**config.mk**
```make
export PLATFORM = sky130hd
export DESIGN_NAME = uevs_top
export DESIGN_NICKNAME = d
export VERILOG_FILES = /design/src/verilog/uevs_pkg.sv /design/src/verilog/uevs_sync.sv /design/src/verilog/uevs_endpoint.sv /design/src/verilog/uevs_top.sv
export VERILOG_INCLUDE_DIRS = /design/src /design/src/verilog
export SDC_FILE = /design/constraint.sdc
export NUM_CORES = 1
export LEC_CHECK = 0
export BUFFER_PORTS_ARGS = -buffer_cell sky130_fd_sc_hd__buf_4
export CORE_ASPECT_RATIO = 1.5
export CORE_UTILIZATION = 40
export CTS_BUF_LIST = sky130_fd_sc_hd__clkbuf_8
export DETAILED_ROUTE_END_ITERATION = 8
export PLACE_DENSITY = 0.55
export SYNTH_ARGS = -nofsm -noshare
export SYNTH_HDL_FRONTEND = slang
export SYNTH_HIERARCHICAL = 1
export SYNTH_SLANG_ARGS = --single-unit
```
**constraint.sdc**
```tcl
create_clock -name sys_clk -period 7.23 [get_ports sys_clk]
set_input_delay 1.446 -clock sys_clk [delete_from_list [all_inputs] [get_ports sys_clk]]
set_output_delay 1.446 -clock sys_clk [all_outputs]
set_load 0.005 [all_outputs]
```
**src/verilog/uevs_consts.svh**
```systemverilog
/*
  Offsets, fields, resets and timing counts of the event block.
  Assumes inclusion by bare name from the design files.
*/
`ifndef UEVS_CONSTS_SVH
`define UEVS_CONSTS_SVH

`define UEVS_OFS_MASK 8'h00
`define UEVS_OFS_STATUS 8'h04
`define UEVS_OFS_EVCLR 8'h08
`define UEVS_OFS_FIFORST 8'h0c
`define UEVS_OFS_CTRL 8'h10
`define UEVS_CSR_BASE_HI 3'h1

`define UEVS_EV_LSB 8
`define UEVS_EV_MSB 13
`define UEVS_MASK_RESET 32'h00000200
`define UEVS_CTRL_RWAKE 0

`define UEVS_CSR_TRANSMIT_COMPLETE 0
`define UEVS_CSR_BK0 1
`define UEVS_CSR_SETUP 2
`define UEVS_CSR_STALL 3
`define UEVS_CSR_TXRDY 4
`define UEVS_CSR_FHALT 5
`define UEVS_CSR_BK1 6
`define UEVS_CSR_DIR 7
`define UEVS_CSR_TYPE_LSB 8
`define UEVS_CSR_TOGGLE 11
`define UEVS_CSR_ENABLE 15
`define UEVS_CSR_CNT_LSB 16

`define UEVS_IDLE_TIME_US 3000
`define UEVS_CLK_MHZ 40
`define UEVS_IDLE_CYCLES (`UEVS_IDLE_TIME_US * `UEVS_CLK_MHZ)

`endif

```
**src/verilog/uevs_pkg.sv**
```systemverilog
/*
  Types of the event block.
  Assumes nothing beyond a SystemVerilog compiler.
*/
package uevs_pkg;

    typedef enum logic [1:0] {
        UEVS_WR_IDLE = 2'b01,
        UEVS_WR_RESP = 2'b10
    } uevs_wr_state_type;

    typedef enum logic [1:0] {
        UEVS_RD_IDLE = 2'b01,
        UEVS_RD_DATA = 2'b10
    } uevs_rd_state_type;

endpackage : uevs_pkg

```
**src/verilog/uevs_sync.sv**
```systemverilog
/*
  Three-flop synchroniser, last two must agree.
  Assumes an input from another domain.
*/
`timescale 1ns/10ps
module uevs_sync
    import uevs_pkg::*;
(
    input wire logic sys_clk, // Clock
    input wire logic reset, // Async reset
    input wire logic async_in, // Pin level
    output logic level_out // Filtered level
);

    logic meta_r;
    logic s2_r;
    logic s3_r;

    always_ff @(posedge sys_clk or posedge reset)
    begin
        if (reset)
        begin
            meta_r <= 1'b0;
            s2_r <= 1'b0;
            s3_r <= 1'b0;
        end
        else
        begin
            meta_r <= async_in;
            s2_r <= meta_r;
            s3_r <= s2_r;
        end
    end

    // Only the second and third stages vote; first stage may be metastable
    always_ff @(posedge sys_clk or posedge reset)
    begin
        if (reset)
            level_out <= 1'b0;
        else if (s2_r == s3_r)
            level_out <= s3_r;
    end

endmodule : uevs_sync

```
**src/verilog/uevs_endpoint.sv**
```systemverilog
/*
  One endpoint's flags, toggle and byte count.
  Assumes same-clock event pulses and masked CSR writes.
*/
`timescale 1ns/10ps
`include "uevs_consts.svh"
module uevs_endpoint
    import uevs_pkg::*;
#(
    parameter int CNT_W = 11
)
(
    input wire logic sys_clk, // Clock
    input wire logic reset, // Async reset
    input wire logic csr_wr, // CSR write strobe
    input wire logic [31:0] csr_wdata, // Write data
    input wire logic [31:0] csr_wmask, // Byte lane mask
    input wire logic fifo_reset, // Endpoint FIFO reset level
    input wire logic tx_ack, // Host acked IN data
    input wire logic bk0_stored, // Packet stored in bank 0
    input wire logic bk1_stored, // Packet stored in bank 1
    input wire logic setup_stored, // Setup packet stored
    input wire logic stall_ack, // Host acked a stall
    input wire logic toggle_flip, // Toggle advance pulse
    input wire logic [CNT_W-1:0] rx_len, // Length of stored packet
    output logic [31:0] csr_rdata, // CSR read value
    output logic ep_irq, // Any source flag set
    output logic out_refuse, // Refuse data OUT
    output logic transmit_packet_ready, // Payload ready to send
    output logic force_halt_handshake, // Stall request pulse
    output logic data_toggle_state, // Current toggle
    output logic endpoint_enable // Endpoint enabled
);

    logic [31:0] clr0;
    logic [31:0] set1;
    logic transmit_complete_r;
    logic receive_bank0_full_r;
    logic receive_bank1_full_r;
    logic setup_received_r;
    logic stall_acknowledged_r;
    logic dir_r;
    logic [2:0] endpoint_type_r;
    logic [CNT_W-1:0] received_byte_count_r;

    assign clr0 = csr_wr ? (csr_wmask & ~csr_wdata) : 32'h00000000;
    assign set1 = csr_wr ? (csr_wmask & csr_wdata) : 32'h00000000;

    // Hardware set beats a firmware clear in the same cycle
    always_ff @(posedge sys_clk or posedge reset)
    begin
        if (reset)
        begin
            transmit_complete_r <= 1'b0;
            receive_bank0_full_r <= 1'b0;
            receive_bank1_full_r <= 1'b0;
            setup_received_r <= 1'b0;
            stall_acknowledged_r <= 1'b0;
        end
        else
        begin
            transmit_complete_r <= tx_ack | (transmit_complete_r & ~clr0[`UEVS_CSR_TRANSMIT_COMPLETE]);
            receive_bank0_full_r <= bk0_stored | (receive_bank0_full_r & ~clr0[`UEVS_CSR_BK0]);
            receive_bank1_full_r <= bk1_stored | (receive_bank1_full_r & ~clr0[`UEVS_CSR_BK1]);
            setup_received_r <= setup_stored | (setup_received_r & ~clr0[`UEVS_CSR_SETUP]);
            stall_acknowledged_r <= stall_ack | (stall_acknowledged_r & ~clr0[`UEVS_CSR_STALL]);
        end
    end

    // Firmware set wins over the device clear; firmware must not set while busy
    always_ff @(posedge sys_clk or posedge reset)
    begin
        if (reset)
            transmit_packet_ready <= 1'b0;
        else if (set1[`UEVS_CSR_TXRDY])
            transmit_packet_ready <= 1'b1;
        else if (tx_ack)
            transmit_packet_ready <= 1'b0;
    end

    always_ff @(posedge sys_clk or posedge reset)
    begin
        if (reset)
        begin
            dir_r <= 1'b0;
            endpoint_type_r <= 3'h0;
            endpoint_enable <= 1'b0;
            force_halt_handshake <= 1'b0;
        end
        else
        begin
            force_halt_handshake <= set1[`UEVS_CSR_FHALT];
            if (csr_wr && csr_wmask[`UEVS_CSR_DIR])
                dir_r <= csr_wdata[`UEVS_CSR_DIR];
            if (csr_wr && csr_wmask[`UEVS_CSR_TYPE_LSB])
                endpoint_type_r <= csr_wdata[`UEVS_CSR_TYPE_LSB +: 3];
            if (csr_wr && csr_wmask[`UEVS_CSR_ENABLE])
                endpoint_enable <= csr_wdata[`UEVS_CSR_ENABLE];
        end
    end

    // FIFO reset holds toggle and count at zero, flags untouched
    always_ff @(posedge sys_clk or posedge reset)
    begin
        if (reset)
        begin
            data_toggle_state <= 1'b0;
            received_byte_count_r <= '0;
        end
        else if (fifo_reset)
        begin
            data_toggle_state <= 1'b0;
            received_byte_count_r <= '0;
        end
        else
        begin
            if (toggle_flip)
                data_toggle_state <= ~data_toggle_state;
            if (bk0_stored || bk1_stored)
                received_byte_count_r <= rx_len;
        end
    end

    assign ep_irq = transmit_complete_r | receive_bank0_full_r | receive_bank1_full_r
        | setup_received_r | stall_acknowledged_r;
    assign out_refuse = setup_received_r;

    always_comb
    begin
        csr_rdata = 32'h00000000;
        csr_rdata[`UEVS_CSR_TRANSMIT_COMPLETE] = transmit_complete_r;
        csr_rdata[`UEVS_CSR_BK0] = receive_bank0_full_r;
        csr_rdata[`UEVS_CSR_SETUP] = setup_received_r;
        csr_rdata[`UEVS_CSR_STALL] = stall_acknowledged_r;
        csr_rdata[`UEVS_CSR_TXRDY] = transmit_packet_ready;
        csr_rdata[`UEVS_CSR_BK1] = receive_bank1_full_r;
        csr_rdata[`UEVS_CSR_DIR] = dir_r;
        csr_rdata[`UEVS_CSR_TYPE_LSB +: 3] = endpoint_type_r;
        csr_rdata[`UEVS_CSR_TOGGLE] = data_toggle_state;
        csr_rdata[`UEVS_CSR_ENABLE] = endpoint_enable;
        csr_rdata[`UEVS_CSR_CNT_LSB +: CNT_W] = received_byte_count_r;
    end

endmodule : uevs_endpoint

```
**src/verilog/uevs_top.sv**
```systemverilog
/*
  USB device bus event status, event clear, endpoint FIFO reset and
  per-endpoint control/status logic behind an AXI4-Lite slave.
  Assumes same-clock event pulses from the serial interface engine and
  an asynchronous external resume request pin.
*/
`timescale 1ns/10ps
`include "uevs_consts.svh"
module uevs_top
    import uevs_pkg::*;
#(
    parameter int unsigned IDLE_CYCLES = `UEVS_IDLE_CYCLES,
    parameter int NUM_EP = 8,
    parameter int CNT_W = 11
)
(
    input wire logic sys_clk, // 40 MHz clock
    input wire logic reset, // Async reset, high
    input wire logic [7:0] s_axi_awaddr, // Write address
    input wire logic s_axi_awvalid, // Write address valid
    output logic s_axi_awready, // Write address ready
    input wire logic [31:0] s_axi_wdata, // Write data
    input wire logic [3:0] s_axi_wstrb, // Write strobes
    input wire logic s_axi_wvalid, // Write data valid
    output logic s_axi_wready, // Write data ready
    output logic [1:0] s_axi_bresp, // Write response
    output logic s_axi_bvalid, // Write response valid
    input wire logic s_axi_bready, // Write response ready
    input wire logic [7:0] s_axi_araddr, // Read address
    input wire logic s_axi_arvalid, // Read address valid
    output logic s_axi_arready, // Read address ready
    output logic [31:0] s_axi_rdata, // Read data
    output logic [1:0] s_axi_rresp, // Read response
    output logic s_axi_rvalid, // Read data valid
    input wire logic s_axi_rready, // Read data ready
    input wire logic bus_activity, // Bus activity pulse
    input wire logic host_resume_det, // Host resume detected
    input wire logic host_reset_det, // Host reset started
    input wire logic bus_reset_done, // Bus reset finished
    input wire logic sof_det, // SOF token detected
    input wire logic ext_resume_req, // Async external resume pin
    input wire logic [NUM_EP-1:0] ep_tx_ack, // IN data acked
    input wire logic [NUM_EP-1:0] ep_bk0_stored, // Bank 0 stored
    input wire logic [NUM_EP-1:0] ep_bk1_stored, // Bank 1 stored
    input wire logic [NUM_EP-1:0] ep_setup_stored, // Setup stored
    input wire logic [NUM_EP-1:0] ep_stall_ack, // Stall acked
    input wire logic [NUM_EP-1:0] ep_toggle_flip, // Toggle advance
    input wire logic [CNT_W-1:0] rx_len, // Stored packet length
    output logic [NUM_EP-1:0] ep_fifo_reset, // FIFO pointer reset
    output logic [NUM_EP-1:0] ep_out_refuse, // Refuse data OUT
    output logic [NUM_EP-1:0] ep_tx_ready, // Payload ready
    output logic [NUM_EP-1:0] ep_force_halt, // Stall request pulse
    output logic [NUM_EP-1:0] ep_toggle, // Data toggle
    output logic [NUM_EP-1:0] ep_enabled, // Endpoint enabled
    output logic ep0_ready, // Endpoint 0 accepts requests
    output logic suspended, // Suspend mode
    output logic drive_resume, // Resume signalling pulse
    output logic irq // Interrupt request
);

    localparam int IW = $clog2(IDLE_CYCLES + 1);
    localparam int NEV = `UEVS_EV_MSB - `UEVS_EV_LSB + 1;

    uevs_wr_state_type wr_state_r;
    uevs_rd_state_type rd_state_r;
    logic aw_hold_r;
    logic w_hold_r;
    logic [7:0] aw_addr_r;
    logic [31:0] w_data_r;
    logic [31:0] w_mask_r;
    logic wr_go;
    logic [31:0] rd_val;
    logic [31:0] mask_r;
    logic [NUM_EP-1:0] ep_rst_r;
    logic remote_wake_enable_r;
    logic [NEV-1:0] ev_r;
    logic [NEV-1:0] ev_set;
    logic [NEV-1:0] ev_clr;
    logic [IW-1:0] idle_cnt_r;
    logic idle_hit;
    logic ext_level;
    logic ext_prev_r;
    logic ext_event;
    logic [31:0] status;
    logic [NUM_EP-1:0] ep_irq;
    logic [31:0] ep_csr [NUM_EP];
    logic [NUM_EP-1:0] ep_wr;

    // Write channel: address and data taken in any order, then committed
    assign s_axi_awready = ~aw_hold_r && (wr_state_r == UEVS_WR_IDLE);
    assign s_axi_wready = ~w_hold_r && (wr_state_r == UEVS_WR_IDLE);
    assign wr_go = aw_hold_r && w_hold_r && (wr_state_r == UEVS_WR_IDLE);
    assign s_axi_bvalid = (wr_state_r == UEVS_WR_RESP);
    assign s_axi_bresp = 2'h0;

    always_ff @(posedge sys_clk or posedge reset)
    begin
        if (reset)
        begin
            aw_hold_r <= 1'b0;
            aw_addr_r <= 8'h00;
        end
        else if (s_axi_awvalid && s_axi_awready)
        begin
            aw_hold_r <= 1'b1;
            aw_addr_r <= s_axi_awaddr;
        end
        else if (wr_go)
            aw_hold_r <= 1'b0;
    end

    always_ff @(posedge sys_clk or posedge reset)
    begin
        if (reset)
        begin
            w_hold_r <= 1'b0;
            w_data_r <= 32'h00000000;
            w_mask_r <= 32'h00000000;
        end
        else if (s_axi_wvalid && s_axi_wready)
        begin
            w_hold_r <= 1'b1;
            w_data_r <= s_axi_wdata;
            w_mask_r <= {{8{s_axi_wstrb[3]}}, {8{s_axi_wstrb[2]}},
                {8{s_axi_wstrb[1]}}, {8{s_axi_wstrb[0]}}};
        end
        else if (wr_go)
            w_hold_r <= 1'b0;
    end

    always_ff @(posedge sys_clk or posedge reset)
    begin
        if (reset)
            wr_state_r <= UEVS_WR_IDLE;
        else
        begin
            case (wr_state_r)
                UEVS_WR_IDLE:
                    if (wr_go)
                        wr_state_r <= UEVS_WR_RESP;
                UEVS_WR_RESP:
                    if (s_axi_bready)
                        wr_state_r <= UEVS_WR_IDLE;
                default:
                    wr_state_r <= UEVS_WR_IDLE;
            endcase
        end
    end

    // Software registers; unmapped writes are accepted and dropped
    always_ff @(posedge sys_clk or posedge reset)
    begin
        if (reset)
        begin
            mask_r <= `UEVS_MASK_RESET;
            ep_rst_r <= '0;
            remote_wake_enable_r <= 1'b0;
        end
        else if (wr_go)
        begin
            case (aw_addr_r)
                `UEVS_OFS_MASK:
                    mask_r <= (mask_r & ~w_mask_r) | (w_data_r & w_mask_r);
                `UEVS_OFS_FIFORST:
                    ep_rst_r <= (ep_rst_r & ~w_mask_r[NUM_EP-1:0])
                        | (w_data_r[NUM_EP-1:0] & w_mask_r[NUM_EP-1:0]);
                `UEVS_OFS_CTRL:
                    if (w_mask_r[`UEVS_CTRL_RWAKE])
                        remote_wake_enable_r <= w_data_r[`UEVS_CTRL_RWAKE];
                default:
                    remote_wake_enable_r <= remote_wake_enable_r;
            endcase
        end
    end

    assign ev_clr = (wr_go && aw_addr_r == `UEVS_OFS_EVCLR)
        ? (w_data_r[`UEVS_EV_MSB:`UEVS_EV_LSB] & w_mask_r[`UEVS_EV_MSB:`UEVS_EV_LSB])
        : '0;

    // Idle timer; 3 ms without activity puts the port into suspend
    assign idle_hit = ~suspended && (idle_cnt_r == IW'(IDLE_CYCLES - 1)) && ~bus_activity;

    always_ff @(posedge sys_clk or posedge reset)
    begin
        if (reset)
            idle_cnt_r <= '0;
        else if (bus_activity || suspended)
            idle_cnt_r <= '0;
        else if (!idle_hit)
            idle_cnt_r <= idle_cnt_r + IW'(1);
    end

    always_ff @(posedge sys_clk or posedge reset)
    begin
        if (reset)
            suspended <= 1'b0;
        else if (idle_hit)
            suspended <= 1'b1;
        else if (bus_activity || host_resume_det || host_reset_det || drive_resume)
            suspended <= 1'b0;
    end

    uevs_sync u_ext_sync (
        .sys_clk(sys_clk),
        .reset(reset),
        .async_in(ext_resume_req),
        .level_out(ext_level)
    );

    always_ff @(posedge sys_clk or posedge reset)
    begin
        if (reset)
            ext_prev_r <= 1'b0;
        else
            ext_prev_r <= ext_level;
    end

    // Edges outside suspend are ignored on purpose
    assign ext_event = ext_level & ~ext_prev_r & suspended;

    always_ff @(posedge sys_clk or posedge reset)
    begin
        if (reset)
            drive_resume <= 1'b0;
        else
            drive_resume <= ext_event & remote_wake_enable_r;
    end

    always_ff @(posedge sys_clk or posedge reset)
    begin
        if (reset)
            ep0_ready <= 1'b0;
        else if (bus_reset_done)
            ep0_ready <= 1'b1;
        else if (host_reset_det)
            ep0_ready <= 1'b0;
    end

    assign ev_set = {
        host_resume_det | host_reset_det,
        bus_reset_done,
        sof_det,
        ext_event,
        host_resume_det,
        idle_hit
    };

    // Event set wins over a clear in the same cycle
    always_ff @(posedge sys_clk or posedge reset)
    begin
        if (reset)
            ev_r <= '0;
        else
            ev_r <= ev_set | (ev_r & ~ev_clr);
    end

    genvar gi;
    generate
        for (gi = 0; gi < NUM_EP; gi++)
        begin : g_ep
            assign ep_wr[gi] = wr_go && (aw_addr_r[7:5] == `UEVS_CSR_BASE_HI)
                && (aw_addr_r[4:2] == 3'(gi)) && (aw_addr_r[1:0] == 2'h0);
            uevs_endpoint #(
                .CNT_W(CNT_W)
            ) u_ep (
                .sys_clk(sys_clk),
                .reset(reset),
                .csr_wr(ep_wr[gi]),
                .csr_wdata(w_data_r),
                .csr_wmask(w_mask_r),
                .fifo_reset(ep_rst_r[gi]),
                .tx_ack(ep_tx_ack[gi]),
                .bk0_stored(ep_bk0_stored[gi]),
                .bk1_stored(ep_bk1_stored[gi]),
                .setup_stored(ep_setup_stored[gi]),
                .stall_ack(ep_stall_ack[gi]),
                .toggle_flip(ep_toggle_flip[gi]),
                .rx_len(rx_len),
                .csr_rdata(ep_csr[gi]),
                .ep_irq(ep_irq[gi]),
                .out_refuse(ep_out_refuse[gi]),
                .transmit_packet_ready(ep_tx_ready[gi]),
                .force_halt_handshake(ep_force_halt[gi]),
                .data_toggle_state(ep_toggle[gi]),
                .endpoint_enable(ep_enabled[gi])
            );
        end
    endgenerate

    assign ep_fifo_reset = ep_rst_r;

    always_comb
    begin
        status = 32'h00000000;
        status[NUM_EP-1:0] = ep_irq;
        status[`UEVS_EV_MSB:`UEVS_EV_LSB] = ev_r;
    end

    always_ff @(posedge sys_clk or posedge reset)
    begin
        if (reset)
            irq <= 1'b0;
        else
            irq <= |(status & mask_r);
    end

    // Read decode; unmapped and write-only addresses read as zero
    always_comb
    begin
        rd_val = 32'h00000000;
        if (s_axi_araddr[7:5] == `UEVS_CSR_BASE_HI && s_axi_araddr[1:0] == 2'h0)
            rd_val = ep_csr[s_axi_araddr[4:2]];
        else
        begin
            case (s_axi_araddr)
                `UEVS_OFS_MASK: rd_val = mask_r;
                `UEVS_OFS_STATUS: rd_val = status;
                `UEVS_OFS_FIFORST: rd_val[NUM_EP-1:0] = ep_rst_r;
                `UEVS_OFS_CTRL: rd_val[`UEVS_CTRL_RWAKE] = remote_wake_enable_r;
                default: rd_val = 32'h00000000;
            endcase
        end
    end

    assign s_axi_arready = (rd_state_r == UEVS_RD_IDLE);
    assign s_axi_rvalid = (rd_state_r == UEVS_RD_DATA);
    assign s_axi_rresp = 2'h0;

    always_ff @(posedge sys_clk or posedge reset)
    begin
        if (reset)
        begin
            rd_state_r <= UEVS_RD_IDLE;
            s_axi_rdata <= 32'h00000000;
        end
        else
        begin
            case (rd_state_r)
                UEVS_RD_IDLE:
                    if (s_axi_arvalid)
                    begin
                        s_axi_rdata <= rd_val;
                        rd_state_r <= UEVS_RD_DATA;
                    end
                UEVS_RD_DATA:
                    if (s_axi_rready)
                        rd_state_r <= UEVS_RD_IDLE;
                default:
                    rd_state_r <= UEVS_RD_IDLE;
            endcase
        end
    end

endmodule : uevs_top

```
==> Yosys cells after proc, flatten, opt, wreduce, memory -nomap -nowiden <==
Cells that the tools add are included.
{ "word_totals": {"register_bits": 368, "latchBits": 0, "ram_bits": 0, "romBits": 0, "input_bits": 124, "out_inout_bits": 93, "wordCells": 521, "mem_count": 0} }
{ "op_classes": {"addsub": 1, "multipliers": 0, "n_div": 0, "magnitude_cmp": 1, "eq_ne": 26, "shift": 0, "mux": 87, "bitwise_logic": 185, "n_reduce_logical": 103} }
{ "ops": {"columns": ["cell", "n"], "rows": [
  ["2-to-1 mux 11 bit", 16],
  ["binary-select mux 32 bit (select 3 bit)", 1],
  ["2-to-1 mux 32 bit", 3],
  ["OR 1 bit", 73],
  ["bitwise AND 32 bit", 2],
  ["2-to-1 mux 7 bit", 8],
  ["nonzero test 2 bit", 28],
  ["2-to-1 mux 6 bit", 9],
  ["NOT 1 bit", 53],
  ["logical AND 1 bit", 51],
  ["case mux 24 bit (2 select lines)", 1],
  ["bitwise AND 1 bit", 43],
  ["2-to-1 mux 1 bit", 39],
  ["2-to-1 mux 17 bit", 2],
  ["bitwise AND 14 x 32 -> 32 bit", 1],
  ["NOT 32 bit", 1],
  ["OR 32 bit", 1],
  ["OR reduction 32 bit", 1],
  ["equality test 8 x 4 -> 1 bit (second input constant)", 3],
  ["case mux 7 bit (3 select lines)", 1],
  ["adder 17 x 1 -> 17 bit (second input constant)", 1],
  ["equality test 17 bit (second input constant)", 1],
  ["bitwise AND 8 bit", 2],
  ["equality test 8 x 5 -> 1 bit (second input constant)", 2],
  ["27 further kinds", 60]
]} }

==> Longest topological paths before layout <==
{ "logic_depth": {"word_depth": 9, "mapped_depth": 8, "mapped_depth_nobuf": 6} }

==> Hierarchy <==
Netlist, hierarchy kept.
{ "modules_own_cells": {"columns": ["module", "instances", "cells_per_inst", "area_each_um2", "seq_area_each_um2"], "rows": [
  ["uevs_endpoint", 8, 110, 1172.4, 600.6],
  ["uevs_top", 1, 654, 8415.6, 3782.4],
  ["uevs_sync", 1, 6, 115.1, 100.1]
]} }

==> Worst setup path after synthesis <==
OpenSTA, ideal clock, no wires.
{ "synth_path": {"kind": "input to register", "from": "input port s_axi_araddr[6]", "to": "register s_axi_rdata[1]", "setup_ns": 0.086, "arrival_ns": 2.819, "required_time_ns": 7.144, "slack_ns": 4.325, "stages": 5, "path_buffers": 1, "cell_sequence": "or3_1 > clkbuf_1 > nor3_1 > a211oi_1 > nor3_1"} }
{ "synth_between": {"elab_chain_cells": 3, "elab_cells_between_ends": 7, "classes_between": "eq/ne (3); mux (2); reduce/logical (2)"} }
{ "synth_lines": {"columns": ["element", "line_no", "text"], "rows": [
  ["from (decl)", "uevs_top.sv:29", "input wire logic [7:0] s_axi_araddr,"],
  ["equality test 8 x 4 -> 1 bit (tied with other cells)", "uevs_top.sv:315", "case (s_axi_araddr)"],
  ["case mux 7 bit (3 select lines) / logical AND 1 bit (equally long branches)", "uevs_top.sv:315, uevs_top.sv:311", null],
  ["2-to-1 mux 32 bit (*)", "uevs_top.sv:311", "if (s_axi_araddr[7:5] == `UEVS_CSR_BASE_HI && s_axi_araddr[1:0] == 2'h0)"],
  ["to (signal assigned)", "uevs_top.sv:342", "s_axi_rdata <= rd_val;"],
  ["to (decl)", "uevs_top.sv:32", "output logic [31:0] s_axi_rdata,"]
]} }
Mark *: on every way between the ends. The rest lies on a longest branch, timed or not.
A chain may end at the register's enable or synchronous reset.

==> Final worst setup path <==
{ "layout_path": {"from": "input port s_axi_araddr[2]", "to": "register s_axi_rdata[26]"} }
{ "layout_between": {"elab_chain_cells": 5, "elab_cells_between_ends": 8, "classes_between": "eq/ne (1); mux (5); bitwise (1); reduce/logical (1)"} }
{ "layout_lines": {"columns": ["element", "line_no", "text"], "rows": [
  ["NOT 3 -> 4 bit (implied by the code)", "uevs_top.sv:312", "rd_val = ep_csr[s_axi_araddr[4:2]];"],
  ["binary-select mux 32 bit (select 3 bit)", "uevs_top.sv:312", null],
  ["2-to-1 mux 32 bit (implied by the code) (2 in a row)", "uevs_top.sv:312", null],
  ["2-to-1 mux 32 bit (*)", "uevs_top.sv:311", null]
]} }
Mark *: on every way between the ends. The rest lies on a longest branch, timed or not. The select of a mux whose other input is x is not followed.

==> impl_metrics.ini <==
[run_status]
run_status = completed

[floorplanning]
start_util = 0.407
core_area_um2 = 44000
rows = 94
io_pins = 217
fp.dieW_um = 175
dieArea_um2 = 45600
die-height_um = 261

[timing]
timing.final.crit_share = 0.502
max_slew.worst_pin.slew_ns = 1.26
setup_viol = 0
hold_slack_ns = 0.360
skew_ns = 0.0400
fmax_mhz = 276
finalCriticalPeriod_ns = 3.63
hold_viol = 0
max_slew_margin = 0.152
rsz0062_at_grt = no
totalNegativeSetupSlack_ns = 0
drv_slew = 0

[placement]
dp_hpwl_um = 37000
port_buffers = 212
gp_congestion = 0.853

[routing]
drt-wirelength-per-cell_um = 23.7
wl_um = 54300
drt_pre_antenna_iters = 5
drc = 0
via_per_inst = 5.54
antenna_left = 0
drt_iter0_drc = 926
vias = 12700

[synthesis]
synth.avg_cell_area_um2 = 11.6
yosys_warnings = 6
yosysSeqAreaShare = 0.485
synthArstFlopShare = 1.00
netlist_area_um2 = 17900
ys.flop_type = dfrtp_1
syn_inst = 1540
synth-seq-cells = 347
synth-edff-count = 0
synthDistinctLibCells = 62

[global_routing]
overflow = 0
grt_pass1_vias = 13100
grtUsageTotal = 0.240
grt_pass1_wl_um = 82800
grt_max_degree = 83
antenna_found_initial = 1

[cts]
clk_pin_slew_ns = 0.06
cts.sink_count = 347
numCtsBuffers = 55
cts.repair.resized = 0
postCtsSetupBuffers = 0
ctsHoldBuffers = 0
clk_latency_ns = 0.62
cts_root_buffer = clkbuf_8
htree_num_levels = 2
cts_tree = done
clk_path_buf_depth = 3

[setup_path]
rr_endpoint = g_ep[1].u_ep/endpoint_type_r[1]
crit_buf_inv = 2
cp.arrival_ns = 4.15
critPathMaxFanout = 45
end_kind = flop
reg2reg_from = wr_state_r[0]
worst_path_max_delay_cell = nor4_4
cp_top_family = simple AND/OR/NAND/NOR gates
crit_type = input port to flop
crit_top_cell = buf_4
r2r_cells = 6
required_ns = 7.76
cpPeakStageDelay_ns = 0.96
reg2reg_slack_ns = 4.28
crit_path_cell_trace = buf_4 > buf_4 > or4_1 > nor4_4 > a22oi_1 > o21ai_0
start_kind = input port

[pwr]
finalPower_mw = 5.48
peakVddDrop_mv = 0.124
pwr_density_cell_nw_per_um2 = 271
cellLeakagePower_nw = 8.77

[worst_hold_path]
min_from = u_ext_sync/meta_r
hold_class = flop to flop
whs_endpoint = u_ext_sync/s2_r
hold_path_depth = 0

[layout]
final_common_cell = dfrtp_1
utilization = 0.460
drive_gt1_frac = 0.301
layout.nets = 1792
n_fill_cell = 4156
syn2layout_area_growth_pct = 13.0
final_cell_mix = dfrtp_1, buf_4, o21ai_0

[job]
drv_cap = 0
where the power goes:
group	switching (mW)	internal, mW	leakage (nW)
sequential	0.405	2.27	4.27
clock	0.804	0.902	0.644
combinational	0.528	0.573	3.86
total	1.74	3.74	8.77
cell type report:
class | instances | area (um2) | share of cell area
flip-flops and latches | 347 | 8690 | 0.429
multi-input cells | 999 | 7820 | 0.386
repair buffers | 237 | 1780 | 0.0879
clock buffers | 73 | 1000 | 0.0496
well taps | 576 | 721 | 0.0356
clock inverters | 27 | 123 | 0.00606
inverters | 27 | 106 | 0.00525
diodes | 1 | 2.50 | 0.000124
metal layers:
metal,GRT usage,up-vias,part of all wire
li1,-,5649,-
met1,0.329,6493,0.44
met2,0.398,445,0.48
met3,0.0321,91,0.052
met4,0.0734,0,0.026
met5,0,-,0
worst max-delay path by stage:
| stage | to | slack, ns | depth (start not counted) | from |
|---|---|---|---|---|
| 5_1_grt | s_axi_rdata[19] | 3.39 | 6 | s_axi_araddr[2] |
| 3_3_place_gp | s_axi_rdata[20] | 2.97 | 6 | s_axi_araddr[2] |
| 6_report | s_axi_rdata[26] | 3.60 | 6 | s_axi_araddr[2] |
| 4_1_cts | s_axi_rdata[25] | 3.57 | 6 | s_axi_araddr[2] |
| 2_1_floorplan | asynchronous set/reset pin | 1.72 | 1 | reset |
| 3_5_place_dp | s_axi_rdata[25] | 2.92 | 6 | s_axi_araddr[2] |
worst reg2reg max path: stages, from the launching register on:
cell	delay [ns]
dfstp_2	0.55
nand4b_1	0.37
nor2_1	0.25
nand3b_1	0.17
nor2_1	0.90
nand2_1	0.25
mux2_2	0.34
kinds of logic (layout without fill, tap and decap cells):
logic type | Yosys count | count (layout) | synth area share
and+or+nand+nor | 351 | 351 | 0.124
DFF | 347 | 347 | 0.485
AOI/OAI and AO/OA | 326 | 326 | 0.107
buffers and inverters | 261 | 364 | 0.0924
muxes | 228 | 228 | 0.181
xor gates and xnor gates | 16 | 16 | 0.00782
other | 9 | 77 | 0.00189
adders and majority gates | 2 | 2 | 0.00133
Yosys cell counts (9+ instances only):
cell type	n	area, um2
mux2i_1	38	380
a211oi_1	14	105
inv_1	27	101
nand2_1	59	221
nor2b_1	9	56.3
o21ai_1	10	50.1
mux4_2	64	1440
buf_2	32	160
clkbuf_2	16	80.1
mux2_1	18	203
o21ai_0	117	586
a21o_1	44	330
nor2_1	54	203
and3_1	10	62.6
nand3_1	14	70.1
conb_1	9	33.8
xnor2_1	14	123
a22oi_1	22	165
buf_4	148	1110
nor3_1	29	145
or3b_1	88	771
nand3b_1	44	330
clkbuf_1	23	86.3
dfrtp_1	344	8610
mux2_2	108	1220
a21oi_1	95	475
per-stage QoR:
step                cell area, um2  setup slack [ns]  cells
global placement             19100              2.97   2186
CTS                          20200              3.57   2286
finish                       20200              3.60   2287
floorplan                    18200              1.72   1607
global route                 20200              3.39   2287
detailed placement           19100              2.92   2186
No activity file was read; power rests on OpenSTA's default activity.
